$ cat src/utr_pkg.sv
// Purpose: Shared constants and carrier types for the user trim register bank
// Assumes: 8-bit registers, each on one aligned 32-bit Wishbone word
// Notes:   Printed offsets are register indices; byte address is four times the index

package utr_pkg;

  // ****************************************
  // Register map
  // ****************************************
  localparam logic [7:0] UTR_IDX_Z_OFFSET = 8'h35;
  localparam logic [7:0] UTR_IDX_X_GAIN   = 8'h36;
  localparam logic [7:0] UTR_IDX_Y_GAIN   = 8'h37;
  localparam logic [7:0] UTR_IDX_Z_GAIN   = 8'h38;
  localparam int         UTR_ADDR_W       = 10;

  // ****************************************
  // Field layout and reset values
  // ****************************************
  localparam int         UTR_OFS_W        = 5;
  localparam int         UTR_GAIN_W       = 6;
  localparam int         UTR_FACT_OFS_W   = 6;
  localparam int         UTR_FACT_GAIN_W  = 7;
  localparam logic [4:0] UTR_OFS_RST      = 5'h00;
  localparam logic [5:0] UTR_GAIN_RST     = 6'h00;

  // ****************************************
  // Carrier types
  // ****************************************
  typedef struct packed {
    logic        cyc;
    logic        stb;
    logic        we;
    logic [3:0]  sel;
    logic [31:0] adr;
    logic [31:0] dat;
  } utr_wb_req_t;

  typedef struct packed {
    logic        ack;
    logic        err;
    logic [31:0] dat;
  } utr_wb_rsp_t;

  typedef struct packed {
    logic signed [5:0] z_ofs;
    logic signed [6:0] x_gain;
    logic signed [6:0] y_gain;
    logic signed [6:0] z_gain;
  } utr_trim_t;

endpackage

$ cat src/utr_regs.sv
// Purpose: User offset and gain trim registers on a classic Wishbone slave
// Assumes: Single clock, synchronous active-high reset, 32-bit data bus
// Notes:   Effective trims combine user and factory values with saturation
//
// Register access over Wishbone was chosen for this implementation.

`timescale 1ns/1ps
`default_nettype none

// Overview of operation
// - Z offset trim, five bits, signed
// - X gain trim, six bits, signed
// - Y gain trim, six bits, signed
// - Z gain trim, six bits, signed
// - Registers at 0x35..0x38, reset to zero
// - User and factory trims share one range
// - Upper register bits reserved, read-only zero
module utr_regs
  import utr_pkg::*;
(
  // Clock and reset
  input  wire logic                              clk_i,
  input  wire logic                              rst_i,
  // Wishbone slave
  input  wire utr_pkg::utr_wb_req_t              wb_req_i,
  output utr_pkg::utr_wb_rsp_t                   wb_rsp_o,
  // Factory trims from fuses
  input  wire logic signed [utr_pkg::UTR_FACT_OFS_W-1:0]  fact_z_ofs_i,
  input  wire logic signed [utr_pkg::UTR_FACT_GAIN_W-1:0] fact_x_gain_i,
  input  wire logic signed [utr_pkg::UTR_FACT_GAIN_W-1:0] fact_y_gain_i,
  input  wire logic signed [utr_pkg::UTR_FACT_GAIN_W-1:0] fact_z_gain_i,
  // Combined trims to the signal path
  output utr_pkg::utr_trim_t                     trim_o,
  output logic [3:0]                             trim_clip_o
);

  import utr_pkg::*;

  // ****************************************
  // State
  // ****************************************
  typedef struct packed {
    logic [UTR_OFS_W-1:0]  z_ofs;
    logic [UTR_GAIN_W-1:0] x_gain;
    logic [UTR_GAIN_W-1:0] y_gain;
    logic [UTR_GAIN_W-1:0] z_gain;
    logic                  ack;
    logic                  err;
    logic [7:0]            rdat;
    utr_trim_t             trim;
    logic [3:0]            clip;
  } utr_state_t;

  utr_state_t st_ff;
  utr_state_t nxt_st;

  // Index decode, shared by read and write
  function automatic logic [2:0] utr_decode(input logic [31:0] adr);
    logic [2:0] r;
    r = 3'h4;
    if (adr[31:UTR_ADDR_W] == '0 && adr[1:0] == 2'h0) begin
      unique case (adr[UTR_ADDR_W-1:2])
        UTR_IDX_Z_OFFSET: r = 3'h0;
        UTR_IDX_X_GAIN:   r = 3'h1;
        UTR_IDX_Y_GAIN:   r = 3'h2;
        UTR_IDX_Z_GAIN:   r = 3'h3;
        default:          r = 3'h4;
      endcase
    end
    return r;
  endfunction

  // ****************************************
  // Trim combining
  // ****************************************
  logic signed [UTR_FACT_OFS_W-1:0]  sum_z_ofs;
  logic signed [UTR_FACT_GAIN_W-1:0] sum_x_gain;
  logic signed [UTR_FACT_GAIN_W-1:0] sum_y_gain;
  logic signed [UTR_FACT_GAIN_W-1:0] sum_z_gain;
  logic [3:0]                        clip_now;

  utr_trim_combine #(.USER_W(UTR_OFS_W), .OUT_W(UTR_FACT_OFS_W)) u_z_ofs (
    .user_i (signed'(st_ff.z_ofs)),
    .fact_i (fact_z_ofs_i),
    .sum_o  (sum_z_ofs),
    .clip_o (clip_now[0])
  );
  utr_trim_combine #(.USER_W(UTR_GAIN_W), .OUT_W(UTR_FACT_GAIN_W)) u_x_gain (
    .user_i (signed'(st_ff.x_gain)),
    .fact_i (fact_x_gain_i),
    .sum_o  (sum_x_gain),
    .clip_o (clip_now[1])
  );
  utr_trim_combine #(.USER_W(UTR_GAIN_W), .OUT_W(UTR_FACT_GAIN_W)) u_y_gain (
    .user_i (signed'(st_ff.y_gain)),
    .fact_i (fact_y_gain_i),
    .sum_o  (sum_y_gain),
    .clip_o (clip_now[2])
  );
  utr_trim_combine #(.USER_W(UTR_GAIN_W), .OUT_W(UTR_FACT_GAIN_W)) u_z_gain (
    .user_i (signed'(st_ff.z_gain)),
    .fact_i (fact_z_gain_i),
    .sum_o  (sum_z_gain),
    .clip_o (clip_now[3])
  );

  // ****************************************
  // Next state
  // ****************************************
  logic [2:0] sel_idx;
  logic       req;

  // Bus decode, register writes and read mux
  always_comb begin
    nxt_st  = st_ff;
    sel_idx = utr_decode(wb_req_i.adr);
    req     = wb_req_i.cyc & wb_req_i.stb & ~st_ff.ack & ~st_ff.err;
    nxt_st.ack  = 1'b0;
    nxt_st.err  = 1'b0;
    nxt_st.rdat = 8'h00;
    if (req) begin
      // Unmapped or misaligned access answers with err
      nxt_st.ack = (sel_idx != 3'h4);
      nxt_st.err = (sel_idx == 3'h4);
      if (wb_req_i.we && wb_req_i.sel[0]) begin
        unique case (sel_idx)
          3'h0: nxt_st.z_ofs  = wb_req_i.dat[UTR_OFS_W-1:0];
          3'h1: nxt_st.x_gain = wb_req_i.dat[UTR_GAIN_W-1:0];
          3'h2: nxt_st.y_gain = wb_req_i.dat[UTR_GAIN_W-1:0];
          3'h3: nxt_st.z_gain = wb_req_i.dat[UTR_GAIN_W-1:0];
          default: ;
        endcase
      end
      unique case (sel_idx)
        3'h0: nxt_st.rdat = {3'h0, st_ff.z_ofs};
        3'h1: nxt_st.rdat = {2'h0, st_ff.x_gain};
        3'h2: nxt_st.rdat = {2'h0, st_ff.y_gain};
        3'h3: nxt_st.rdat = {2'h0, st_ff.z_gain};
        default: nxt_st.rdat = 8'h00;
      endcase
    end
    // Trims are registered so the signal path sees a clean value
    nxt_st.trim.z_ofs  = sum_z_ofs;
    nxt_st.trim.x_gain = sum_x_gain;
    nxt_st.trim.y_gain = sum_y_gain;
    nxt_st.trim.z_gain = sum_z_gain;
    nxt_st.clip        = clip_now;
  end

  // ****************************************
  // State register
  // ****************************************
  // zero trims after reset
  always_ff @(posedge clk_i) begin
    if (rst_i) begin
      st_ff        <= '0;
      st_ff.z_ofs  <= UTR_OFS_RST;
      st_ff.x_gain <= UTR_GAIN_RST;
      st_ff.y_gain <= UTR_GAIN_RST;
      st_ff.z_gain <= UTR_GAIN_RST;
    end else begin
      st_ff <= nxt_st;
    end
  end

  // Outputs
  assign wb_rsp_o.ack = st_ff.ack;
  assign wb_rsp_o.err = st_ff.err;
  assign wb_rsp_o.dat = {24'h000000, st_ff.rdat};
  assign trim_o       = st_ff.trim;
  assign trim_clip_o  = st_ff.clip;

endmodule // utr_regs

`default_nettype wire

$ cat src/utr_trim_combine.sv
// Purpose: Adds a user trim to the factory trim inside one shared range
// Assumes: Both operands are two's complement
// Notes:   Result saturates, so a large factory trim leaves less user range

`timescale 1ns/1ps
`default_nettype none

module utr_trim_combine #(
  parameter int USER_W = 5,
  parameter int OUT_W  = 6
) (
  // Operands
  input  wire logic signed [USER_W-1:0] user_i,
  input  wire logic signed [OUT_W-1:0]  fact_i,
  // Result
  output logic signed [OUT_W-1:0]       sum_o,
  output logic                          clip_o
);

  localparam logic signed [OUT_W:0] MAX_V = (OUT_W+1)'((1 << (OUT_W-1)) - 1);
  localparam logic signed [OUT_W:0] MIN_V = -MAX_V - (OUT_W+1)'(1);

  logic signed [OUT_W:0] wide;

  // Shared headroom: sum, then clamp at the range ends
  always_comb begin
    wide   = (OUT_W+1)'(user_i) + (OUT_W+1)'(fact_i);
    clip_o = 1'b0;
    sum_o  = wide[OUT_W-1:0];
    if (wide > MAX_V) begin
      sum_o  = MAX_V[OUT_W-1:0];
      clip_o = 1'b1;
    end else if (wide < MIN_V) begin
      sum_o  = MIN_V[OUT_W-1:0];
      clip_o = 1'b1;
    end
  end

endmodule // utr_trim_combine

`default_nettype wire
$ cat config.mk
export PLATFORM = sky130hd
export DESIGN_NAME = utr_regs
export DESIGN_NICKNAME = d
export VERILOG_FILES = /design/src/utr_pkg.sv /design/src/utr_regs.sv /design/src/utr_trim_combine.sv
export SDC_FILE = /design/constraint.sdc
export NUM_CORES = 1
export LEC_CHECK = 0
export BUFFER_PORTS_ARGS = -buffer_cell sky130_fd_sc_hd__buf_2
export CAP_MARGIN = 40
export CORE_MARGIN = 1.5
export CORE_UTILIZATION = 51
export DETAILED_ROUTE_END_ITERATION = 8
export GPL_TIMING_DRIVEN = 0
export MAX_ROUTING_LAYER = met4
export PLACE_DENSITY = 0.84
export SLEW_MARGIN = 25
export SYNTH_ARGS = -nofsm -noshare
export SYNTH_HDL_FRONTEND = slang
export SYNTH_SLANG_ARGS = --single-unit
$ cat constraint.sdc
create_clock -name clk_i -period 6.35 [get_ports clk_i]
set_input_delay 1.905 -clock clk_i [delete_from_list [all_inputs] [get_ports clk_i]]
set_output_delay 1.905 -clock clk_i [all_outputs]
set_load 0.02 [all_outputs]
Word level (Yosys, flattened, before mapping)
Cells that the tools add are included.
Widths: inputs -> output; s select.

word-level totals
  bits in registers = 64
  input bits = 100
  output and inout port bits = 65
  logic and storage cells = 76

cells by class
  add/subtract/negate cells = 4
  magnitude comparators = 8
  equal/unequal tests = 9
  muxes and demuxes = 19
  bitwise logic cells = 6
  reduce and logical (&&, ||, !) cells = 14

operators with widths
  cell                count
  $eq 8x6->1 const B  4
  $add 6x7->8         3
  $gt 8x7->1 const B  3
  $lt 8x7->1 const B  3
  $mux 6              4
  $pmux 6 s4          1
  $logic_not 22->1    1
  $mux 7              3
  $pmux 3 s4          1
  $reduce_and 3->1    4
  $reduce_or 2->1     5
  $mux 1              8
  $add 5x6->7         1
  $gt 7x6->1 const B  1
  $lt 7x6->1 const B  1
  $eq 3x2->1 const B  2
  $mux 5              1
  $and 1x1->1         3
  $eq 3x1->1 const B  1
  $eq 3x3->1 const B  1
  $logic_not 3->1     1
  $mux 3              1
  $ne 3x3->1 const B  1
  $not 1->1           3
  2 further kinds     3

Logic depth before layout (Yosys ltp)
  depth after elaboration = 5
  mapped depth = 11
  mapped depth without buffers = 11

Hierarchy
Synthesis repeated with hierarchy kept, for this count alone.

second synthesis, totals
  cells, all modules = 481
  area total of the unflattened synthesis = 4536.9 µm²

modules (own cells, without submodules)
  module                            instances  cells an instance  area an instance (µm²)  seq. area each (µm²)
  utr_regs                          1          278                2889.0                  1241.2
  utr_trim_combine at u_x_gain ...  3          54                 430.4                   0.0
  utr_trim_combine at u_z_ofs       1          41                 356.6                   0.0

Least setup slack after synthesis
OpenSTA, ideal clock, no wires.

  path kind = input to register
  start = in fact_y_gain_i[0] in the netlist's numbering
  end = reg st_ff, in the netlist trim_o[12]
  library setup time = 0.130 ns
  arrival = 3.868 ns
  data required time = 6.220 ns
  setup slack = 2.352 ns
  stages = 11
  path buffers = 0
  cells stage by stage = ha_1 > fa_1 > a21o_1 > a21oi_1 > o21ai_0 > a21oi_1 > xnor2_1 > ha_1 > inv_1 > a32oi_1 > o211ai_1

on the way
  word-level cells in the longest chain between the ends = 4
  elaborated cells on any way between the ends = 5
  classes of those cells = add/sub: 1; order compare: 2; mux: 2

RTL lines
  item                  line                    source
  start, declared       utr_regs.sv:30          input wire logic signed [utr_pkg::UTR_FACT_GAIN_W-1:0] fact_y_gain_i,
  $add 6x7->8 (*)       utr_trim_combine.sv:27  wide = (OUT_W+1)'(user_i) + (OUT_W+1)'(fact_i);
  $lt 8x7->1            utr_trim_combine.sv:33  end else if (wide < MIN_V) begin
  $mux 7                utr_trim_combine.sv:33
  $mux 6 (*)            utr_trim_combine.sv:30  if (wide > MAX_V) begin
  end signal, assigned  utr_regs.sv:162         st_ff <= nxt_st;
  end, declared         utr_regs.sv:54          utr_state_t st_ff;

Mark *: on every way between the ends. The rest lies on a longest branch, timed or not.
A chain may end at the register's enable or synchronous reset.

Final worst setup path
Ends and elaborated chain as after synthesis.

==> impl_metrics.ini <==
[sta]
maxSlewViolCount = 0
finalHoldViolations = 0
maxSlewHeadroom_pct = 54.51
period_share_pct = 63.22
skew_ns = 0.009357
tightestPinTransition_ns = 0.6773
fin_ws_ns = 2.335
setup_viol_count_final = 0
min_period_ns = 4.015
fmax_mhz = 249.1
fin_setup_tns_ns = 0
rsz0062_at_grt = false

[layout]
layout-drive-gt1-share_pct = 33.28
fill_cells = 630
fin_nets = 727
n_antenna_cell = 0
area_growth_pct = 24.38
final_util_pct = 65.12

[setup_path]
endpoint_kind = register
crit_type = input pin to register
cp_slowest_cell = fa_1
r2r_setup_slack_ns = 3.65
max_stage_delay_ns = 0.40
crit_chain = buf_2, ha_1, fa_1, a21o_1, a21oi_1, o21ai_0, a21oi_1, xnor2_1, ha_1, inv_1, a32oi_1, o211ai_1
crit_arrival_ns = 4.24
startpoint_type = input pin
crit_fanout = 7
cp.required_ns = 6.57

[cts]
cts_root_buf = clkbuf_8
cts_resized = 0
cts.sinks = 62
clk_pin_slew_ns = 0.07
post-cts-setup-buffers = 0
hold_buffers = 0
cts.path.max_buffers = 2
cts_buffers = 9
insertion_delay_ns = 0.35
htreeDepth = 3
tritoncts = built

[drt]
dr.pass1.iters = 5
drt_iter0_drc = 182
detail_route.wirelength_um = 9284
ant_nets = 0
via_count = 3549
route.detailed.drc = 0
routedWlPerCell_um = 13.32
via_per_inst = 5.092

[die]
dieHeight_um = 91.61
start_util_pct = 52.36
io_pins = 165
rows = 32
die_area_mm2 = 0.008391
die_width_um = 91.61
design.core.area_mm2 = 0.007647

[placement]
gp_congestion = 0.8923
numPortBuffers = 108
dp_hpwl_um = 7403
place_ws_ns = 1.986

[global_route]
grt.busiest_layer = met2
grt_pass1_vias = 3380
use_met3_pct = 4.941
grt_pass1_wl_um = 14950
grt.total_usage_pct = 23.52
grt_max_degree = 12
grtUsageMet2_pct = 38.50
gr-total-overflow = 0
antenna_found_initial = 0
grt_use_met1_pct = 26.24

[run_status]
status = completed

[yosys]
synth_cell_types = 56
synth.largest_area_cell = dfxtp_1
async_flop_share_pct = 0
ys_ff_latch = 62
avgSynthCellArea_um2 = 8.977
synth_area_mm2 = 0.004004
synth-edff-count = 0
ys_top_cells_by_area = dfxtp_1 31%, buf_4 12%, ha_1 10%
seq_area_frac_synth_pct = 31.00
synth-main-ff-cell = dfxtp_1
synth_top_area_share_pct = 31.00
yosys_warnings = 0
netlist_instances = 446

[pwr]
p_leak_nw = 2.488
p_switching_mw = 0.2630
vdd_drop_max_uv = 121.5
combPwrFrac_pct = 18.1
power_density_mw_per_mm2 = 194.0
p_seq_share_pct = 42.2
internal-power_mw = 0.7032
switching_share_pct = 27.22
p_clk_share_pct = 39.7

[run]
cap_violations = 0

[worst_hold_path]
hp-class = register to register
[final timing paths]
kind / from / to / cells past startpoint
min: st_ff[62] / st_ff[62] / 2
max reg2reg: st_ff[47] / trim_o[12] / 11
max: fact_y_gain_i[0] / trim_o[12] / 12
min reg2reg: st_ff[62] / st_ff[62] / 2
[state kept, by name (all words and copies together) (netlist names)]
name,flops
trim_o,27
st_ff,23
wb_rsp_o,8
trim_clip_o,4
[final cells by class]
type | count | area, µm² | share of cell area (%)
Timing Repair Buffer | 108 | 540.5 | 10.85
Multi-Input combinational cell | 318 | 2265 | 45.48
Inverter | 14 | 52.55 | 1.055
Clock buffer | 10 | 127.6 | 2.563
Tap cell | 102 | 127.6 | 2.563
Sequential cell | 62 | 1241 | 24.92
Clock inverter | 6 | 86.33 | 1.734
Buffer | 77 | 539.3 | 10.83
[Yosys cell counts (all sizes together), types with 2 or more instances]
| master | n |
|---|---|
| o31ai | 2 |
| nor3 | 5 |
| fa | 4 |
| nor2b | 5 |
| nor2 | 43 |
| a22oi | 5 |
| dfxtp | 62 |
| a211o | 4 |
| and4 | 2 |
| o21ai | 16 |
| a21o | 9 |
| and3b | 2 |
| o22a | 5 |
| mux2i | 29 |
| buf | 69 |
| a2111o | 2 |
| o41ai | 2 |
| xnor2 | 9 |
| nand4 | 3 |
| nor4 | 9 |
| a211oi | 5 |
| ha | 33 |
| nand2b | 2 |
| nand2 | 30 |
| nor3b | 4 |
| a21oi | 27 |
| xor2 | 5 |
| o211ai | 7 |
| o21bai | 2 |
| nand3 | 4 |
| clkbuf | 8 |
| a21boi | 2 |
| inv | 14 |
[power groups by stage]
stage | combinational [mW] | clock [mW] | sequential, mW
floorplan | 0.122 | 0 | 0.415
CTS | 0.175 | 0.386 | 0.407
global placement | 0.170 | 0 | 0.416
detailed placement | 0.174 | 0 | 0.416
global route | 0.190 | 0.408 | 0.409
finish | 0.175 | 0.384 | 0.407
[worst max-delay path: cells and delay by family]
family | cells | cell delay [ns]
fa+ha+maj | 3 | 0.83
compound gates | 6 | 1.10
buf+inv | 2 | 0.22
xor+xnor | 1 | 0.18
[layer usage]
| metal | wire, µm | part of all wire [%] |
|---|---|---|
| met1 | 3968 | 43 |
| met2 | 4430 | 48 |
| met3 | 540 | 5.8 |
| met4 | 345 | 3.7 |
| met5 | 0 | 0 |
[per-stage QoR]
| stage | area (µm²) | std cells | hold WS, ns | power, mW |
|---|---|---|---|---|
| 2_1_floorplan | 4098 | 471 | 0.4508 | 0.5370 |
| 3_3_place_gp | 4766 | 681 | 0.4731 | 0.5864 |
| 3_5_place_dp | 4766 | 681 | 0.4813 | 0.5904 |
| 4_1_cts | 4980 | 697 | 0.4987 | 0.9677 |
| 5_1_grt | 4980 | 697 | 0.5295 | 1.007 |
| 6_report | 4980 | 697 | 0.5007 | 0.9662 |
[placed cells by master, fill, tap and decap left out, types with 7 or more instances in the layout]
cell type / n
o21ai_0: 12
clkbuf_1: 9
a21oi_1: 27
mux2i_1: 29
dfxtp_1: 62
buf_4: 66
o211ai_1: 7
nor4_1: 8
conb_1: 26
ha_1: 33
clkbuf_8: 9
nor2_1: 43
xnor2_1: 9
a21o_1: 9
buf_2: 110
nand2_1: 30
inv_1: 12
[kinds of logic (layout without fill, tap and decap cells)]
kind of cell	count (synthesis)	after routing	synth area share, %
buf+inv	91	215	14.78
other cells	1	26	0.09366
compound gates	96	96	16.19
flops	62	62	31.00
fa+ha+maj	37	37	12.31
xor+xnor	14	14	3.063
mux	29	29	7.250
simple gates	116	116	15.31
Note: power is estimated with default switching activity, not from simulation.
